## config.mk

```make
export PLATFORM = sky130hd
export DESIGN_NAME = tcp_port
export DESIGN_NICKNAME = d
export VERILOG_FILES = /design/src/tcp_pkg.sv /design/src/tcp_port.sv
export SDC_FILE = /design/constraint.sdc
export NUM_CORES = 1
export LEC_CHECK = 0
export ABC_CLOCK_PERIOD_IN_PS = 3750
export BUFFER_PORTS_ARGS = -buffer_cell sky130_fd_sc_hd__buf_2
export CAP_MARGIN = 20
export CORE_UTILIZATION = 61
export DETAILED_ROUTE_END_ITERATION = 8
export PLACE_DENSITY = 0.88
export SETUP_SLACK_MARGIN = 0.05
export SYNTH_ARGS = -nofsm -noshare
export SYNTH_HDL_FRONTEND = slang
export SYNTH_SLANG_ARGS = --single-unit
```

## constraint.sdc

```tcl
create_clock -name clk_sys -period 3.75 [get_ports clk_sys]
set_clock_uncertainty 0.05 [all_clocks]
set_input_delay 0.375 -clock clk_sys [delete_from_list [all_inputs] [get_ports clk_sys]]
set_output_delay 0.375 -clock clk_sys [all_outputs]
set_load 0.02 [all_outputs]
```

## src/tcp_pkg.sv

```systemverilog
// package for the touch controller serial register port
package tcp_pkg;

  // bus address of this target (7 bit), arbitrary default
  localparam logic [6:0] TARGET_ADDR = 7'h48;
  // register index width and count
  localparam int REG_AW = 4;
  localparam int REG_NUM = 16;
  // control byte 0 layout: [7:4] register index, [3] read bit
  localparam int CB_IDX_MSB = 7;
  localparam int CB_IDX_LSB = 4;
  localparam int CB_RD_BIT = 3;
  // software reset register index and its trigger bit
  localparam logic [3:0] SWRST_IDX = 4'h0;
  localparam int SWRST_BIT = 15;
  // configuration register index and notify-select bit
  localparam logic [3:0] CFG_IDX = 4'h1;
  localparam int NSEL_BIT = 0;
  // status register index, result register index
  localparam logic [3:0] STAT_IDX = 4'h2;
  localparam logic [3:0] RES_IDX = 4'h3;
  // status layout
  localparam int STAT_RDY_BIT = 1;
  localparam int STAT_TCH_BIT = 0;
  // reset pin low time and its cycle count at 40 MHz
  localparam int RST_LOW_US = 10;
  localparam int CLK_MHZ = 40;
  localparam int RST_LOW_CYC = RST_LOW_US * CLK_MHZ;
  // notify pin meaning
  typedef enum logic {TCP_NOTE_READY, TCP_NOTE_TOUCH} tcp_note_e;
  // data line drive pair
  typedef struct packed {
    logic sda_out;
    logic sda_oe;
  } tcp_sda_s;
  // bus protocol phases
  typedef enum logic [2:0] {
    TCP_IDLE, TCP_ADDR, TCP_AACK, TCP_WRX, TCP_WACK, TCP_RTX, TCP_RACK
  } tcp_state_e;
endpackage

```

## src/tcp_port.sv

```systemverilog
// serial register port of the touch controller, bus target side
`timescale 1ns/1ps
// Functional notes
// RULE1 - device is target only; host clocks
// RULE2 - host writes registers as byte pairs
// RULE3 - control byte 0 sets read pointer
// RULE4 - reads stream from pointed register onward
// RULE5 - read pointer kept across transactions
// RULE6 - software or pin reset clears pointer
// RULE7 - results readable any time, no handshake
// RULE8 - notify pin selects ready or touch
// RULE9 - ready mode shows conversion finished
// RULE10 - touch mode shows touch detected
// RULE11 - status shows both ready and touch
// RULE12 - reset pin held low 10 us
// RULE13 - ack address and bytes, release after send
module tcp_port #(
  parameter int RST_CYC = tcp_pkg::RST_LOW_CYC // reset pin low cycles to accept a reset
) (
  input wire logic clk_sys,
  input wire logic rst,
  input wire logic rst_pin_n,
  input wire logic scl_in,
  input wire logic sda_in,
  output logic sda_out,
  output logic sda_oe,
  input wire logic conv_done,
  input wire logic [15:0] conv_result,
  input wire logic touch_detect_irq,
  output logic notify_out_pin,
  output logic notify_sel,
  output logic soft_reset
);

  //////////////////////////////////////////////////////////////////////////////
  // state record
  typedef struct packed {
    logic scl_d;                 // previous scl
    logic sda_d;                 // previous sda
    tcp_pkg::tcp_state_e st;     // protocol phase
    logic [7:0] shf;             // shift register
    logic [3:0] bcnt;            // bits moved in the current byte
    logic rw;                    // 1 = host reads
    logic hack;                  // host acknowledge seen in a read ack slot, low = more
    logic [1:0] wph;             // write byte phase: 0 ctrl, 1 hi, 2 lo
    logic [3:0] widx;            // write target index
    logic [7:0] whi;             // held high data byte
    logic ptr_ok;                // pointer valid
    logic [3:0] ptr;             // stored read pointer, kept across transactions
    logic [3:0] rcur;            // read cursor, reloaded from ptr per transaction
    logic rhalf;                 // 0 high byte, 1 low byte next
    tcp_pkg::tcp_note_e nsel;    // notify meaning
    logic rdy;                   // result ready flag
    logic [15:0] res;            // latched result
    tcp_pkg::tcp_sda_s sda;      // data line drive, open drain
    logic notify;                // notify pin value
    logic srst;                  // one-cycle software reset pulse
    logic [15:0] rcnt;           // reset pin low counter
  } tcp_st_s;

  tcp_st_s s_reg;
  tcp_st_s s_next;

  //////////////////////////////////////////////////////////////////////////////
  // read data mux; unmapped indices read zero
  function automatic logic [15:0] rd_word(input tcp_st_s s, input logic [3:0] i);
    logic [15:0] w;
    w = 16'h0000;
    if (i == tcp_pkg::CFG_IDX) begin
      w[tcp_pkg::NSEL_BIT] = s.nsel;
    end else if (i == tcp_pkg::STAT_IDX) begin
      w[tcp_pkg::STAT_RDY_BIT] = s.rdy; // RULE11
      w[tcp_pkg::STAT_TCH_BIT] = touch_detect_irq; // RULE11
    end else if (i == tcp_pkg::RES_IDX) begin
      w = s.res; // RULE7
    end
    return w;
  endfunction

  //////////////////////////////////////////////////////////////////////////////
  // next-state logic; host clock edges are found against the delayed copies
  always_comb begin
    logic rise;
    logic fall;
    logic start;
    logic stop;
    logic load;
    logic pin_rst;
    logic [15:0] w;
    logic [15:0] wd;
    logic [7:0] b;
    rise = 1'b0;
    fall = 1'b0;
    start = 1'b0;
    stop = 1'b0;
    load = 1'b0;
    pin_rst = 1'b0;
    w = 16'h0000;
    wd = 16'h0000;
    b = 8'h00;
    s_next = s_reg;
    s_next.scl_d = scl_in;
    s_next.sda_d = sda_in;
    s_next.srst = 1'b0;
    // open drain: the line is only ever pulled low
    s_next.sda.sda_out = 1'b0;
    rise = scl_in & ~s_reg.scl_d;
    fall = ~scl_in & s_reg.scl_d;
    start = scl_in & s_reg.scl_d & s_reg.sda_d & ~sda_in;
    stop = scl_in & s_reg.scl_d & ~s_reg.sda_d & sda_in;
    // word under the read cursor and the byte of it that goes out next
    w = rd_word(s_reg, s_reg.rcur);
    wd = {s_reg.whi, s_reg.shf};
    if (!s_reg.ptr_ok) begin
      b = 8'hFF; // no pointer: the line stays released
    end else if (s_reg.rhalf) begin
      b = w[7:0];
    end else begin
      b = w[15:8];
    end
    // host drives the clock; the target only follows edges
    if (start) begin // RULE1
      s_next.st = tcp_pkg::TCP_ADDR;
      s_next.bcnt = 4'd0;
      s_next.sda.sda_oe = 1'b0;
      s_next.wph = 2'd0;
    end else if (stop) begin
      s_next.st = tcp_pkg::TCP_IDLE;
      s_next.sda.sda_oe = 1'b0;
    end else begin
      case (s_reg.st)
        tcp_pkg::TCP_IDLE: begin
          s_next.sda.sda_oe = 1'b0;
        end
        tcp_pkg::TCP_ADDR: begin
          // address byte in on rising edges, decided on the eighth falling edge
          if (rise) begin
            s_next.shf = {s_reg.shf[6:0], sda_in};
            s_next.bcnt = s_reg.bcnt + 4'd1;
          end
          if (fall && s_reg.bcnt == 4'd8) begin
            if (s_reg.shf[7:1] == tcp_pkg::TARGET_ADDR) begin
              s_next.sda.sda_oe = 1'b1; // RULE13
              s_next.rw = s_reg.shf[0];
              s_next.st = tcp_pkg::TCP_AACK;
              if (s_reg.shf[0]) begin
                s_next.rcur = s_reg.ptr; // RULE5
                s_next.rhalf = 1'b0;
              end
            end else begin
              s_next.st = tcp_pkg::TCP_IDLE; // not ours: leave the line alone
            end
          end
        end
        tcp_pkg::TCP_AACK: begin
          if (fall) begin
            if (s_reg.rw) begin
              load = 1'b1; // RULE4
            end else begin
              s_next.sda.sda_oe = 1'b0;
              s_next.bcnt = 4'd0;
              s_next.st = tcp_pkg::TCP_WRX;
            end
          end
        end
        tcp_pkg::TCP_WRX: begin
          if (rise) begin
            s_next.shf = {s_reg.shf[6:0], sda_in};
            s_next.bcnt = s_reg.bcnt + 4'd1;
          end
          if (fall && s_reg.bcnt == 4'd8) begin
            s_next.sda.sda_oe = 1'b1; // RULE13
            s_next.st = tcp_pkg::TCP_WACK;
            if (s_reg.wph == 2'd0) begin
              if (s_reg.shf[tcp_pkg::CB_RD_BIT]) begin
                // control byte with read bit: only the pointer moves
                s_next.ptr = s_reg.shf[tcp_pkg::CB_IDX_MSB:tcp_pkg::CB_IDX_LSB]; // RULE5
                s_next.ptr_ok = 1'b1; // RULE5
              end else begin
                s_next.widx = s_reg.shf[tcp_pkg::CB_IDX_MSB:tcp_pkg::CB_IDX_LSB];
                s_next.wph = 2'd1;
              end
            end else if (s_reg.wph == 2'd1) begin
              s_next.whi = s_reg.shf;
              s_next.wph = 2'd2;
            end else begin
              // second data byte: the register word is complete
              s_next.wph = 2'd0;
              if (s_reg.widx == tcp_pkg::CFG_IDX) begin
                s_next.nsel = tcp_pkg::tcp_note_e'(wd[tcp_pkg::NSEL_BIT]); // RULE8
              end
              if (s_reg.widx == tcp_pkg::SWRST_IDX && wd[tcp_pkg::SWRST_BIT]) begin
                s_next.ptr_ok = 1'b0; // RULE6
                s_next.nsel = tcp_pkg::TCP_NOTE_READY;
                s_next.rdy = 1'b0;
                s_next.srst = 1'b1;
              end
            end
          end
        end
        tcp_pkg::TCP_WACK: begin
          if (fall) begin
            s_next.sda.sda_oe = 1'b0; // RULE13
            s_next.bcnt = 4'd0;
            s_next.st = tcp_pkg::TCP_WRX;
          end
        end
        tcp_pkg::TCP_RTX: begin
          // next bit goes out just after each falling edge
          if (fall) begin
            if (s_reg.bcnt == 4'd8) begin
              s_next.sda.sda_oe = 1'b0; // RULE13
              s_next.st = tcp_pkg::TCP_RACK;
            end else begin
              s_next.sda.sda_oe = ~s_reg.shf[7];
              s_next.shf = {s_reg.shf[6:0], 1'b0};
              s_next.bcnt = s_reg.bcnt + 4'd1;
            end
          end
        end
        tcp_pkg::TCP_RACK: begin
          if (rise) begin
            s_next.hack = sda_in;
          end
          if (fall) begin
            if (!s_reg.hack) begin
              load = 1'b1; // RULE4
            end else begin
              s_next.st = tcp_pkg::TCP_IDLE; // host ended the read
            end
          end
        end
        default: begin
          s_next.st = tcp_pkg::TCP_IDLE;
          s_next.sda.sda_oe = 1'b0;
        end
      endcase
    end
    // start a read byte: first bit out now, cursor steps as the low byte is loaded
    if (load) begin
      s_next.sda.sda_oe = ~b[7];
      s_next.shf = {b[6:0], 1'b0};
      s_next.bcnt = 4'd1;
      s_next.st = tcp_pkg::TCP_RTX;
      s_next.rhalf = ~s_reg.rhalf;
      if (s_reg.rhalf) begin
        s_next.rcur = s_reg.rcur + 4'h1; // RULE4
      end
      if (s_reg.ptr_ok && s_reg.rhalf && s_reg.rcur == tcp_pkg::RES_IDX) begin
        s_next.rdy = 1'b0; // low result byte loaded for sending
      end
    end
    // reset pin low time counted; only a long enough low resets
    if (!rst_pin_n) begin
      if (s_reg.rcnt != 16'(RST_CYC)) begin
        s_next.rcnt = s_reg.rcnt + 16'h0001;
      end
    end else begin
      s_next.rcnt = 16'h0000;
    end
    pin_rst = !rst_pin_n && (s_reg.rcnt == 16'(RST_CYC - 1));
    if (pin_rst) begin
      s_next.ptr_ok = 1'b0; // RULE6
      s_next.nsel = tcp_pkg::TCP_NOTE_READY;
      s_next.rdy = 1'b0;
      s_next.st = tcp_pkg::TCP_IDLE;
      s_next.sda.sda_oe = 1'b0;
    end
    // result capture last, so a fresh result wins over any clear
    if (conv_done) begin
      s_next.res = conv_result; // RULE7
      s_next.rdy = 1'b1; // RULE9
    end
    // notify pin carries whichever meaning is selected
    if (s_next.nsel == tcp_pkg::TCP_NOTE_TOUCH) begin
      s_next.notify = touch_detect_irq; // RULE10
    end else begin
      s_next.notify = s_next.rdy; // RULE9
    end
  end

  //////////////////////////////////////////////////////////////////////////////
  // state register; idle bus levels on reset so no false start follows
  always_ff @(posedge clk_sys) begin
    if (rst) begin
      s_reg <= '0;
      s_reg.scl_d <= 1'b1;
      s_reg.sda_d <= 1'b1;
    end else begin
      s_reg <= s_next;
    end
  end

  //////////////////////////////////////////////////////////////////////////////
  // outputs straight from the state register
  assign sda_out = s_reg.sda.sda_out;
  assign sda_oe = s_reg.sda.sda_oe;
  assign notify_out_pin = s_reg.notify;
  assign notify_sel = s_reg.nsel;
  assign soft_reset = s_reg.srst;

  // the low counter is 16 bits wide and needs at least two counts
  if (RST_CYC < 2 || RST_CYC > 65535) begin : g_bad_rst
    $error("RST_CYC out of range");
  end

endmodule

```

Word-level counts from Yosys, hierarchy flattened
Index checks and enable logic that the tools add are counted.
Storage, ports and cells
  register bits: 81
  bits in latches: 0
  bits in writable memories: 0
  memory bits (read-only): 0
  output and inout bits: 5
  word-level logic and storage cells: 230
  memories: 0
Cells by class
  $add $sub $neg: 3
  multiply operators: 0
  divide/modulo/power cells: 0
  order comparisons: 0
  equal/unequal tests: 53
  shift operators: 0
  mux-type cells: 87
  bitwise operators: 21
  reduce and logical (&&, ||, !) cells: 41
Operators by type and width (count)
  5-bit != test, second input constant: 10
  15-bit 2-to-1 mux: 3
  40-bit 2-to-1 mux: 1
  8-bit 2-to-1 mux: 5
  19-bit 2-to-1 mux: 2
  6-bit AND reduction: 6
  1-bit 2-to-1 mux: 31
  3-bit 2-to-1 mux: 10
  5-bit 2-to-1 mux: 6
  4-bit 2-to-1 mux: 7
  4-bit != test, second input constant: 7
  2-bit != test, second input constant: 13
  12-bit 2-to-1 mux: 2
  8-bit AND reduction: 3
  3-bit one-hot mux with 7 select lines: 1
  2-bit 2-to-1 mux: 10
  10-bit AND reduction: 2
  17-bit 2-to-1 mux: 1
  16-bit by 1-bit adder with 16-bit output, second input constant: 1
  16-bit by 9-bit equality test with 1-bit output, second input constant: 1
  16-bit 2-to-1 mux: 1
  16-bit by 9-bit != test with 1-bit output, second input constant: 1
  4-bit one-hot mux with 4 select lines: 1
  8-bit one-hot mux with 2 select lines: 1
  other kinds (37): 79

Longest topological paths before layout
Gate-level depths: netlist (run 1).
  word-level depth: 14
  depth in mapped cells: 8
  depth with buffers taken out: 7

Worst setup path before layout (run 1)
No wires, ideal clock.
  path type: input to register
  from: input scl_in
  to: register s_reg[59] (netlist bit)
  library setup time: 0.128 ns
  arrival time: 2.002 ns
  slack: 1.571 ns
  stages: 7
  path buffers: 2
  path through: buf_2 or3b_4 or4_1 or3_1 buf_2 mux2i_1 nor2_1
Between the ends
  cells in the longest elaborated chain, start to end: 5
  elaborated cells on any way between the ends: 11
  those cells by class: bitwise (9); reduce/logical (2)
Ends and longest elaborated chain
  start: declaration: RTL line tcp_port.sv:23  | input wire logic scl_in,
  1-bit bitwise AND: RTL line tcp_port.sv:109, tcp_port.sv:110
  1-bit bitwise AND (on tied branches) (2 in a row): RTL line tcp_port.sv:110, tcp_port.sv:109
  1-bit NOT (no source line)
  6-bit AND reduction (no source line) (*)
  end signal: assignment: RTL line tcp_port.sv:290  | s_reg <= s_next;
  end: declaration: RTL line tcp_port.sv:61  | tcp_st_s s_reg;
Mark *: on every way between the ends. The rest lies on a longest branch, timed or not.
A chain may end at the register's enable or synchronous reset.

Worst setup path after layout (run 1)
  from: register s_reg[76] (netlist bit)
  to: register s_reg[45] (netlist bit)
Between the ends
  cells in the longest elaborated chain, start to end: 2
Ends and longest elaborated chain
  3-bit by 2-bit equality test with 1-bit output: RTL line tcp_port.sv:131  | case (s_reg.st)
  6-bit AND reduction (no source line)
No other way between the ends.

==> flow_summary_export.csv, run 1 <==
group,metric,value,unit
placed_design,place_area,3930,µm²
clocking,root_buffer,"clkbuf_8",
finish,final_cell_area,4130,µm²
clocking,clock_latency,0.35,ns
clocking,hold_buffers,0,
floorplanning,die_area,6570,µm²
power,intPower,1.16,mW
placed_design,routabilityCongestion,0.882,
finish,fill_cells,476,
finish,diodes,0,
setup_path,end_kind,"flip-flop",
placed_design,dp_hpwl,6.10,mm
routing,vias,3403,
sta,hold-worst-slack,0.206,ns
placed_design,place.port_buffers,26,
sta,timing.fmax,0.376,GHz
floorplanning,start_util,63.7,%
sta,period_needed,2.66,ns
power,netSwitchingPower,384,µW
hold_path,min_path_type,"primary input to flip-flop",
logic_synthesis,synth-edff-count,0,
routing,detail_route.wl_per_cell,16.7,µm
power,p_leak,1.56,nW
logic_synthesis,synth_area_leaders,"dfxtp_1 (38%), mux2i_1 (8.4%), nor2_1 (5.4%)",
power,netSwitchingFraction,24.9,%
logic_synthesis,ys_ff_latch,73,
grt,antenna_found_initial,0,
flow_run,maxCapViolations,0,
power,ir_drop,0.251,mV
clocking,cts_setup_buffers,0,
grt,grt_pass1_vias,2939,
logic_synthesis,synth_top_area_share,38.3,%
clocking,clkTransAtPathRegs,0.09,ns
logic_synthesis,ys_types,64,
clocking,h-tree-depth,3,
power,power.density,374,nW/µm²
sta,worstMarginPinSlew,0.898,ns
finish,area_growth_syn_to_layout,8.23,%
power,power_frac_seq,52.2,%
floorplanning,die_h,81.1,µm
finish,drive_gt1_share,13.6,%
setup_path,cp_data_required_time,3.91,ns
logic_synthesis,synth-seq-area-share,38.3,%
logic_synthesis,synth_fp_nets,476,
floorplanning,die_x,81.1,µm
routing,drtIter0Drc,390,
clocking,cts_buffers,9,
power,combPwrFrac,6.6,%
sta,setup_viol,0,
setup_path,crit_type,"flip-flop to flip-flop",
routing,drcViolationCount,0,
logic_synthesis,synth_cells,446,
setup_path,crit_fanout,22,
floorplanning,row_count,28,
sta,fin_setup_tns,0,ns
logic_synthesis,async_reset_ff_share,0,%
outcome,status,"finished clean",
grt,grt_max_degree,52,
grt,overflow,0,
logic_synthesis,yosys.area.top_type,"dfxtp_1",
floorplanning,core_area,5990,µm²
routing,drt_pre_antenna_iters,7,
routing,detail-route-antenna-nets,0,
sta,fin_crit_sh,70.9,%
sta,rsz0062_at_grt,"no",
clocking,ctsResizeCount,0,
clocking,clock_path_buffers,2,
grt,groute.usage.overall,29.0,%
grt,grt_pass1_wl,14.4,mm
logic_synthesis,syn_area_per_cell,8.55,µm²
logic_synthesis,ys_warn_count,0,
routing,viasPerCell,6.33,
sta,slew-limit-headroom,40.1,%
finish,nets,488,
clocking,cts_tree,"done",
sta,hold_viol,0,
sta,finalMaxSlewViolations,0,
setup_path,start_kind,"flip-flop",
logic_synthesis,dominantRegCellSynth,"dfxtp_1",
routing,wirelength,8.97,mm
finish,largest_reg_flops,69,
setup_path,worstPathArrival,2.82,ns
clocking,cts.sinks,73,
logic_synthesis,synth_area,3810,µm²
floorplanning,io_pins,28,
power,clock_power_share,41.2,%
cells by family (layout without fill, tap and decap cells):
| kind of cell | Yosys count | in the layout | synth area share [%] |
|---|---|---|---|
| buffers and inverters | 42 | 59 | 4.72 |
| AOI/OAI and AO/OA | 80 | 80 | 13.6 |
| muxes | 38 | 38 | 10.2 |
| DFF | 73 | 73 | 38.3 |
| adders and majority gates | 7 | 7 | 2.30 |
| and+or+nand+nor | 190 | 190 | 27.3 |
| other | 1 | 1 | 0.0983 |
| xor gates and xnor gates | 15 | 15 | 3.44 |
power groups by stage:
stage               combinational, mW  clock, mW  sequential, mW
floorplan                      0.0776          0           0.817
global placement               0.0973          0           0.822
detailed placement              0.101          0           0.823
CTS                             0.101      0.637           0.805
global route                    0.112      0.673           0.807
finish                          0.103      0.636           0.806
layout make-up:
class	count	area [µm²]	area share, %
Clock buffer	10	138	3.33
Clock inverter	6	65.1	1.58
Inverter	16	60.1	1.45
Multi-Input combinational cell	331	2170	52.6
Sequential cell	73	1460	35.4
Tap cell	75	93.8	2.27
Timing Repair Buffer	27	138	3.33
placed cells by master (no fill, tap or decap), drive strengths merged, types with 4 or more instances in the layout:
cell	count
a21oi	26
nand2	32
nor4	7
xor2	8
nand3	23
nor2b	5
or3	7
mux2	6
dfxtp	73
nor2	55
inv	17
nor3	6
and3	5
a31oi	5
xnor2	7
o211ai	4
a311oi	6
or2	6
ha	7
buf	27
mux2i	32
nand2b	9
clkbuf	10
nand4	7
nand3b	5
o21ai	15
stage by stage:
step	cells	total power, mW	worst slack, ns	utilization (%)
2_1_floorplan	446	0.895	1.57	-
3_3_place_gp	522	0.919	1.26	65.5
3_5_place_dp	522	0.924	1.13	65.5
4_1_cts	538	1.54	1.14	68.9
5_1_grt	538	1.59	0.900	68.9
6_report	538	1.54	1.09	68.9
critical path, stage by stage (launching register included):
cell	delay, ns
dfxtp_1	0.76
inv_1	0.22
or4_1	0.67
nor4b_4	0.52
mux2i_1	0.25
nor2_1	0.05
path summary, 6_finish.rpt:
path,from,to,slack (ns),cells past startpoint
hold reg to reg,s_reg[57],s_reg[57],0.45,2
setup reg to reg,s_reg[76],s_reg[45],1.09,5
setup / recovery,s_reg[76],s_reg[45],1.09,5
hold / removal,conv_result[12],s_reg[32],0.21,3
routing by layer:
layer  vias up  part of all wire (%)  GRT usage [%]  wire length (µm)
met5         -                     0              0                 0
met2       153                    46           44.5              4130
met1      1593                    44           38.0              3950
met3        27                   6.9           5.73               621
li1       1630                     -              -                 -
met4         0                   3.0           15.7               272
cell usage after synthesis (6+ instances only):
cell type  count
mux2i_1       32
a311oi_1       6
xor2_1         8
mux2_2         6
nor4_1         6
a21oi_1       26
o21ai_0       15
nor3_1         6
xnor2_1        7
ha_1           7
or3_1          7
nand3_1       23
nand2_1       32
inv_1         16
nand2b_1       8
clkbuf_1      16
dfxtp_1       73
nor2_1        55
nand4_1        7
(Power assumes the default switching activity.)
==> run 2: changes to the inputs <==
--- a/config.mk
+++ b/config.mk
@@ -5,12 +5,13 @@
 export SDC_FILE = /design/constraint.sdc
 export NUM_CORES = 1
 export LEC_CHECK = 0
-export ABC_CLOCK_PERIOD_IN_PS = 3750
+export ABC_AREA = 1
+export ABC_CLOCK_PERIOD_IN_PS = 2700
 export BUFFER_PORTS_ARGS = -buffer_cell sky130_fd_sc_hd__buf_2
 export CAP_MARGIN = 20
-export CORE_UTILIZATION = 61
+export CORE_UTILIZATION = 60
 export DETAILED_ROUTE_END_ITERATION = 8
-export PLACE_DENSITY = 0.88
+export PLACE_DENSITY = 0.86
 export SETUP_SLACK_MARGIN = 0.05
 export SYNTH_ARGS = -nofsm -noshare
 export SYNTH_HDL_FRONTEND = slang
==> constraint.sdc (replaced) <==
create_clock -name clk_sys -period 2.7 [get_ports clk_sys]
set_clock_uncertainty 0.05 [all_clocks]
set_input_delay 0.27 -clock clk_sys [delete_from_list [all_inputs] [get_ports clk_sys]]
set_output_delay 0.27 -clock clk_sys [all_outputs]
set_load 0.02 [all_outputs]
==> run 2 against run 1 <==
Net effect:
- final cell count rose by 28%
- first-iteration DRC count down 33%
- final area up 2.0%
- power increased by 89%
- clock-buffer cell count rose by 1
==> flow_summary_export.csv, run 2 <==
group,metric,value,unit
outcome,status,"finished clean",
sta,setup_viol,0,
grt,top_usage_layer,"met2",
flow_run,maxCapViolations,0,
clocking,cts.sinks,73,
setup_path,start_kind,"flip-flop",
setup_path,worstSetupStartpoint,"s_reg[77]",
logic_synthesis,ys_warn_count,0,
placed_design,placedCellCount,675,
setup_path,reg2regPathDepth,9,
sta,timing.fmax,0.517,GHz
setup_path,cp-endpoint,"notify_out_pin",
finish,drive_gt1_share,9.42,%
clocking,hold_buffers,0,
grt,grt.met1_usage,35.0,%
finish,final_common_cell,"nand2_1",
setup_path,regToRegStartpoint,"s_reg[77]",
finish,stdcell_count,691,
routing,drtIter0Drc,262,
setup_path,worstPathArrival,2.15,ns
logic_synthesis,synth_area,3840,µm²
grt,grt_pass1_wl,14.8,mm
logic_synthesis,synthAdderAreaFrac,2.28,%
routing,detail-route-antenna-nets,0,
sta,worstMarginPinSlew,0.699,ns
placed_design,routabilityCongestion,0.967,
power,ir_drop,0.436,mV
power,p_leak,1.86,nW
sta,hold-worst-slack,0.0854,ns
placed_design,place_area,4000,µm²
logic_synthesis,synth-compound-area-share,16.1,%
sta,finalMaxSlewViolations,0,
finish,mostFrequentLayoutCells,"nand2_1 (113), nor2_1 (98), inv_1 (74)",
grt,grt_max_degree,24,
setup_path,max_stage_delay,0.50,ns
routing,vias,3807,
logic_synthesis,synth_fp_nets,618,
logic_synthesis,synth_area_leaders,"dfxtp_1 (38%), nand2_1 (11%), nor2_1 (9.6%)",
grt,antenna_found_initial,0,
clocking,clock_latency,0.36,ns
setup_path,path_cells,"nand2_1 > nor2_1 > nand3_1 > inv_1 > nand3b_1 > nand3_1 > nand3_1 > nand2_1 > inv_1",
floorplanning,row_count,28,
finish,area_growth_syn_to_layout,9.57,%
setup_path,crit_fanout,8,
logic_synthesis,synthTopCellsByCount,"nand2_1 (113), nor2_1 (98), inv_1 (74)",
floorplanning,core_area,6060,µm²
finish,final_cell_area,4210,µm²
finish,largest_reg_flops,69,
grt,overflow,0,
logic_synthesis,yosys.cell_count.top_type,"nand2_1",
power,finalPower,2.92,mW
logic_synthesis,synth-edff-count,0,
logic_synthesis,synth-seq-area-share,38.0,%
logic_synthesis,synth_xor_area_share,1.14,%
routing,detail_route.wl_per_cell,12.7,µm
logic_synthesis,syn_area_per_cell,6.53,µm²
logic_synthesis,ys_ff_latch,73,
finish,nets,641,
clocking,ctsResizeCount,0,
setup_path,r2r-end,"notify_out_pin",
routing,drcViolationCount,0,
logic_synthesis,synthSimpleGateAreaFrac,31.5,%
grt,use_met3,6.78,%
setup_path,end_kind,"flip-flop",
logic_synthesis,synth_cells,588,
floorplanning,start_util,63.4,%
setup_path,slowest_stage,"dfxtp_1",
placed_design,dp_hpwl,6.48,mm
floorplanning,die_area,6730,µm²
logic_synthesis,yosys.area.top_type,"dfxtp_1",
sta,rsz0062_at_grt,"no",
sta,fin_crit_sh,71.6,%
clocking,cts_setup_buffers,0,
setup_path,ff2ff_setup_slack,0.77,ns
logic_synthesis,synth_top_family_by_area,"simple AND/OR/NAND/NOR gates",
floorplanning,die_h,82.0,µm
floorplanning,io_pins,28,
grt,met2_usage,48.8,%
finish,diodes,0,
clocking,cts_tree,"done",
logic_synthesis,ys_types,33,
sta,period_needed,1.93,ns
placed_design,place.port_buffers,26,
sta,fin_setup_tns,0,ns
logic_synthesis,synth_top_area_share,38.0,%
grt,grt_pass1_vias,3454,
sta,hold_viol,0,
grt,groute.usage.overall,28.9,%
setup_path,crit_top_cell,"nand3_1",
clocking,cts_buffers,9,
sta,slew-limit-headroom,53.2,%
clocking,clock_path_buffers,2,
clocking,clkTransAtPathRegs,0.08,ns
clocking,h-tree-depth,3,
routing,viasPerCell,5.51,
logic_synthesis,dominantRegCellSynth,"dfxtp_1",
finish,fill_cells,518,
power,power.density,694,nW/µm²
hold_path,min_path_type,"primary input to flip-flop",
clocking,root_buffer,"clkbuf_8",
setup_path,cp_data_required_time,2.91,ns
setup_path,crit_type,"flip-flop to flip-flop",
floorplanning,die_x,82.0,µm
routing,drt_pre_antenna_iters,5,
routing,wirelength,8.80,mm
logic_synthesis,muxShareOfSynthArea,1.04,%
logic_synthesis,async_reset_ff_share,0,%
[run 2: per-layer routing]
layer / vias to the layer above / part of all wire [%]
met4: 0 / 2.5
met5: - / 0
met2: 109 / 47
met1: 1736 / 45
li1: 1939 / -
met3: 23 / 5.0
[run 2: cell families after synthesis]
family                     Yosys count
adders and majority gates            7
other                                1
buffers and inverters               95
AOI/OAI and AO/OA                  119
and+or+nand+nor                    284
muxes                                4
DFF                                 73
xor gates and xnor gates             5
[run 2: critical path: cells and delay by family, from the launching register on]
family        cells  cell delay [ns]
buf+inv           2             0.19
flops             1             0.50
simple gates      7             1.09
[run 2: metrics by stage]
| step | setup WS [ns] | utilization (%) |
|---|---|---|
| after detailed placement | 0.757 | 65.9 |
| after global placement | 0.754 | 65.9 |
| after CTS | 0.800 | 69.5 |
| final | 0.766 | 69.5 |
| after floorplan | 1.16 | - |
| after global routing | 0.619 | 69.5 |
[run 2: worst min path at each step]
stage / start / end / slack [ns] / cells past startpoint
2_1_floorplan: sda_in / s_reg[79] / 0.32 / 2
3_3_place_gp: s_reg[59] / s_reg[59] / 0.38 / 2
3_5_place_dp: s_reg[59] / s_reg[59] / 0.39 / 2
4_1_cts: conv_result[2] / s_reg[22] / 0.08 / 3
5_1_grt: conv_result[2] / s_reg[22] / 0.08 / 3
6_report: conv_result[5] / s_reg[25] / 0.09 / 3
[run 2: cell type report]
cell class / instances / area (µm²) / area share, %
clock buffers: 11 / 151 / 3.60
clock inverters: 5 / 62.6 / 1.49
inverters: 80 / 300 / 7.13
multi-input cells: 420 / 2000 / 47.6
flip-flops and latches: 73 / 1460 / 34.7
well taps: 75 / 93.8 / 2.23
repair buffers: 27 / 138 / 3.27
[run 2: report_power, final]
group	internal, mW	switching, mW
sequential	1.17	0.105
clock	0.482	0.438
combinational	0.247	0.476
==> run 3: changes to the inputs <==
--- a/config.mk
+++ b/config.mk
@@ -6,12 +6,12 @@
 export NUM_CORES = 1
 export LEC_CHECK = 0
 export ABC_AREA = 1
-export ABC_CLOCK_PERIOD_IN_PS = 2700
+export ABC_CLOCK_PERIOD_IN_PS = 1600
 export BUFFER_PORTS_ARGS = -buffer_cell sky130_fd_sc_hd__buf_2
 export CAP_MARGIN = 20
-export CORE_UTILIZATION = 60
+export CORE_UTILIZATION = 54
 export DETAILED_ROUTE_END_ITERATION = 8
-export PLACE_DENSITY = 0.86
+export PLACE_DENSITY = 0.83
 export SETUP_SLACK_MARGIN = 0.05
 export SYNTH_ARGS = -nofsm -noshare
 export SYNTH_HDL_FRONTEND = slang
==> constraint.sdc (replaced) <==
create_clock -name clk_sys -period 1.6 [get_ports clk_sys]
set_clock_uncertainty 0.05 [all_clocks]
set_input_delay 0.16 -clock clk_sys [delete_from_list [all_inputs] [get_ports clk_sys]]
set_output_delay 0.16 -clock clk_sys [all_outputs]
set_load 0.02 [all_outputs]
==> run 3 against run 2 <==
Net effect:
- the flow now finishes with violations (negative hold slack, negative setup slack)
- combinational power rose to 3.4 times the previous value
- final area grew 26%
- register-to-register slack worse by 0.86 ns
- largest power group is now combinational cells
- sequential share of layout area shrank 6.8 points
- clock-buffer cell count unchanged
- global-route usage is 2.2 points higher
- via count up 19%
- critical path type unchanged
- critical endpoint is now s_reg[73]
- largest cell class unchanged
==> flow_summary_export.csv, run 3 (synthesis gave the netlist of run 2 again) <==
group,metric,value,unit
floorplanning,core_area,6830,µm²
floorplanning,io_pins,28,
placed_design,place_area,4440,µm²
clocking,cts_tree,"done",
placed_design,routabilityCongestion,0.919,
setup_path,cp-endpoint,"s_reg[73]",
finish,final_cell_area,5320,µm²
setup_path,crit_type,"flip-flop to flip-flop",
sta,slew-limit-headroom,58.2,%
finish,largest_reg_flops,69,
floorplanning,die_area,7460,µm²
finish,mostFrequentLayoutCells,"nand2_1 (89), nor2_1 (76), inv_1 (64)",
sta,finalMaxSlewViolations,0,
finish,diodes,0,
routing,drt_pre_antenna_iters,6,
clocking,cts_buffers,9,
routing,detail_route.wl_per_cell,16.0,µm
sta,period_needed,1.69,ns
setup_path,ff2ff_setup_slack,-0.09,ns
hold_path,min_path_type,"primary input to flip-flop",
clocking,clkTransAtPathRegs,0.08,ns
finish,stdcell_count,789,
sta,fin_crit_sh,106,%
power,p_leak,2.30,nW
setup_path,reg2regPathDepth,9,
setup_path,crit_fanout,8,
sta,timing.fmax,0.591,GHz
floorplanning,row_count,30,
floorplanning,die_h,86.4,µm
grt,grt_pass1_vias,4075,
placed_design,dp_hpwl,7.42,mm
flow_run,maxCapViolations,0,
sta,hold_viol,2,
setup_path,r2r-end,"s_reg[73]",
outcome,violations,"negative hold slack, negative setup slack",
setup_path,end_kind,"flip-flop",
grt,grt_max_degree,40,
setup_path,worstPathArrival,1.89,ns
clocking,h-tree-depth,3,
grt,groute.usage.overall,31.2,%
sta,worstMarginPinSlew,0.626,ns
finish,area_growth_syn_to_layout,38.5,%
power,ir_drop,0.915,mV
sta,setup_viol,20,
setup_path,cp_data_required_time,1.80,ns
finish,drive_gt1_share,32.9,%
routing,vias,4535,
clocking,root_buffer,"clkbuf_8",
clocking,clock_path_buffers,2,
grt,grt_pass1_wl,18.2,mm
finish,fill_cells,430,
placed_design,place.port_buffers,26,
placed_design,placedCellCount,750,
hold_path,hp-start,"conv_result[3]",
floorplanning,die_x,86.4,µm
routing,detail-route-antenna-nets,0,
routing,drtIter0Drc,644,
power,power.density,1160,nW/µm²
sta,layout_setup_ws,-0.0911,ns
setup_path,worstSetupStartpoint,"s_reg[64]",
sta,rsz0062_at_grt,"yes",
grt,antenna_found_initial,0,
routing,viasPerCell,5.75,
clocking,clock_latency,0.36,ns
floorplanning,start_util,56.2,%
clocking,cts.sinks,73,
routing,drcViolationCount,0,
setup_path,regToRegStartpoint,"s_reg[64]",
sta,hold-worst-slack,-0.00802,ns
routing,wirelength,12.6,mm
finish,final_common_cell,"nand2_1",
grt,overflow,0,
outcome,status,"complete, but fails checks",
finish,nets,719,
setup_path,start_kind,"flip-flop",
## run 3: changes by cell type in the layout (fill, tap and decap cells not counted), moves of 12 or more
cell     change
nand2_1     -24
nand3_1     -17
nor2_1      -22
o21ai_0     -27
buf_4       +62
nand3_2     +12
nand2_2     +20
o21ai_1     +19
## run 3: critical path: stages (launching register included)
cell and delay [ns]:
dfxtp_4 0.37, inv_4 0.07, ha_4 0.15, nand2_4 0.05, nor2_4 0.16, nand2_2 0.11
nand4_1 0.22, nand2_4 0.16, o21ai_1 0.17, nor2_1 0.06
## run 3: power by group
part	internal, mW	total (mW)	switching (mW)
combinational	1.06	2.48	1.42
sequential	2.01	2.19	0.186
clock	0.758	1.48	0.721
total	3.83	6.15	2.33
## run 3: what timing repair did
action / in CTS / in global routing
resized for setup: 37 / 135
setup buffers: 5 / 9
cloned: 1 / 0
endpoints found under the setup margin: 36 / 44
pin swaps: 10 / 25
hold buffers: 9 / 0
endpoints found under the hold margin: 9 / 0
## run 3: area by class of cell
class | count | area (µm²) | area share [%]
inverters | 80 | 323 | 6.07
flip-flops and latches | 73 | 1490 | 27.9
multi-input cells | 421 | 2430 | 45.6
clock buffers | 11 | 141 | 2.66
clock inverters | 4 | 53.8 | 1.01
well taps | 96 | 120 | 2.26
repair buffers | 104 | 769 | 14.5
## run 3: stage by stage
| step | total power, mW | setup slack, ns | util [%] | TNS, ns |
|---|---|---|---|---|
| finish | 6.15 | -0.0911 | 77.9 | -1.01 |
| CTS | 5.43 | 0.0166 | 71.2 | 0 |
| global placement | 3.72 | -0.122 | 65.0 | -0.944 |
| detailed placement | 3.78 | -0.167 | 65.0 | -2.67 |
| floorplan | 3.13 | 0.0636 | - | 0 |
| global route | 6.43 | -0.192 | 77.9 | -2.81 |
## run 3: worst min-delay path by stage
| stage | depth (start not counted) | endpoint |
|---|---|---|
| 2_1_floorplan | 2 | s_reg[79] |
| 3_3_place_gp | 3 | s_reg[80] |
| 3_5_place_dp | 3 | s_reg[80] |
| 4_1_cts | 3 | s_reg[23] |
| 5_1_grt | 3 | s_reg[23] |
| 6_report | 3 | s_reg[23] |
## run 3: metal layers
layer / share of wire, % / GRT usage [%] / routed length (µm) / up-vias
met1: 39 / 38.0 / 4880 / 2071
li1: - / - / - / 2096
met4: 5.8 / 15.8 / 739 / 0
met3: 8.0 / 5.90 / 1010 / 84
met5: 0 / 0 / 0 / -
met2: 48 / 52.7 / 6010 / 284
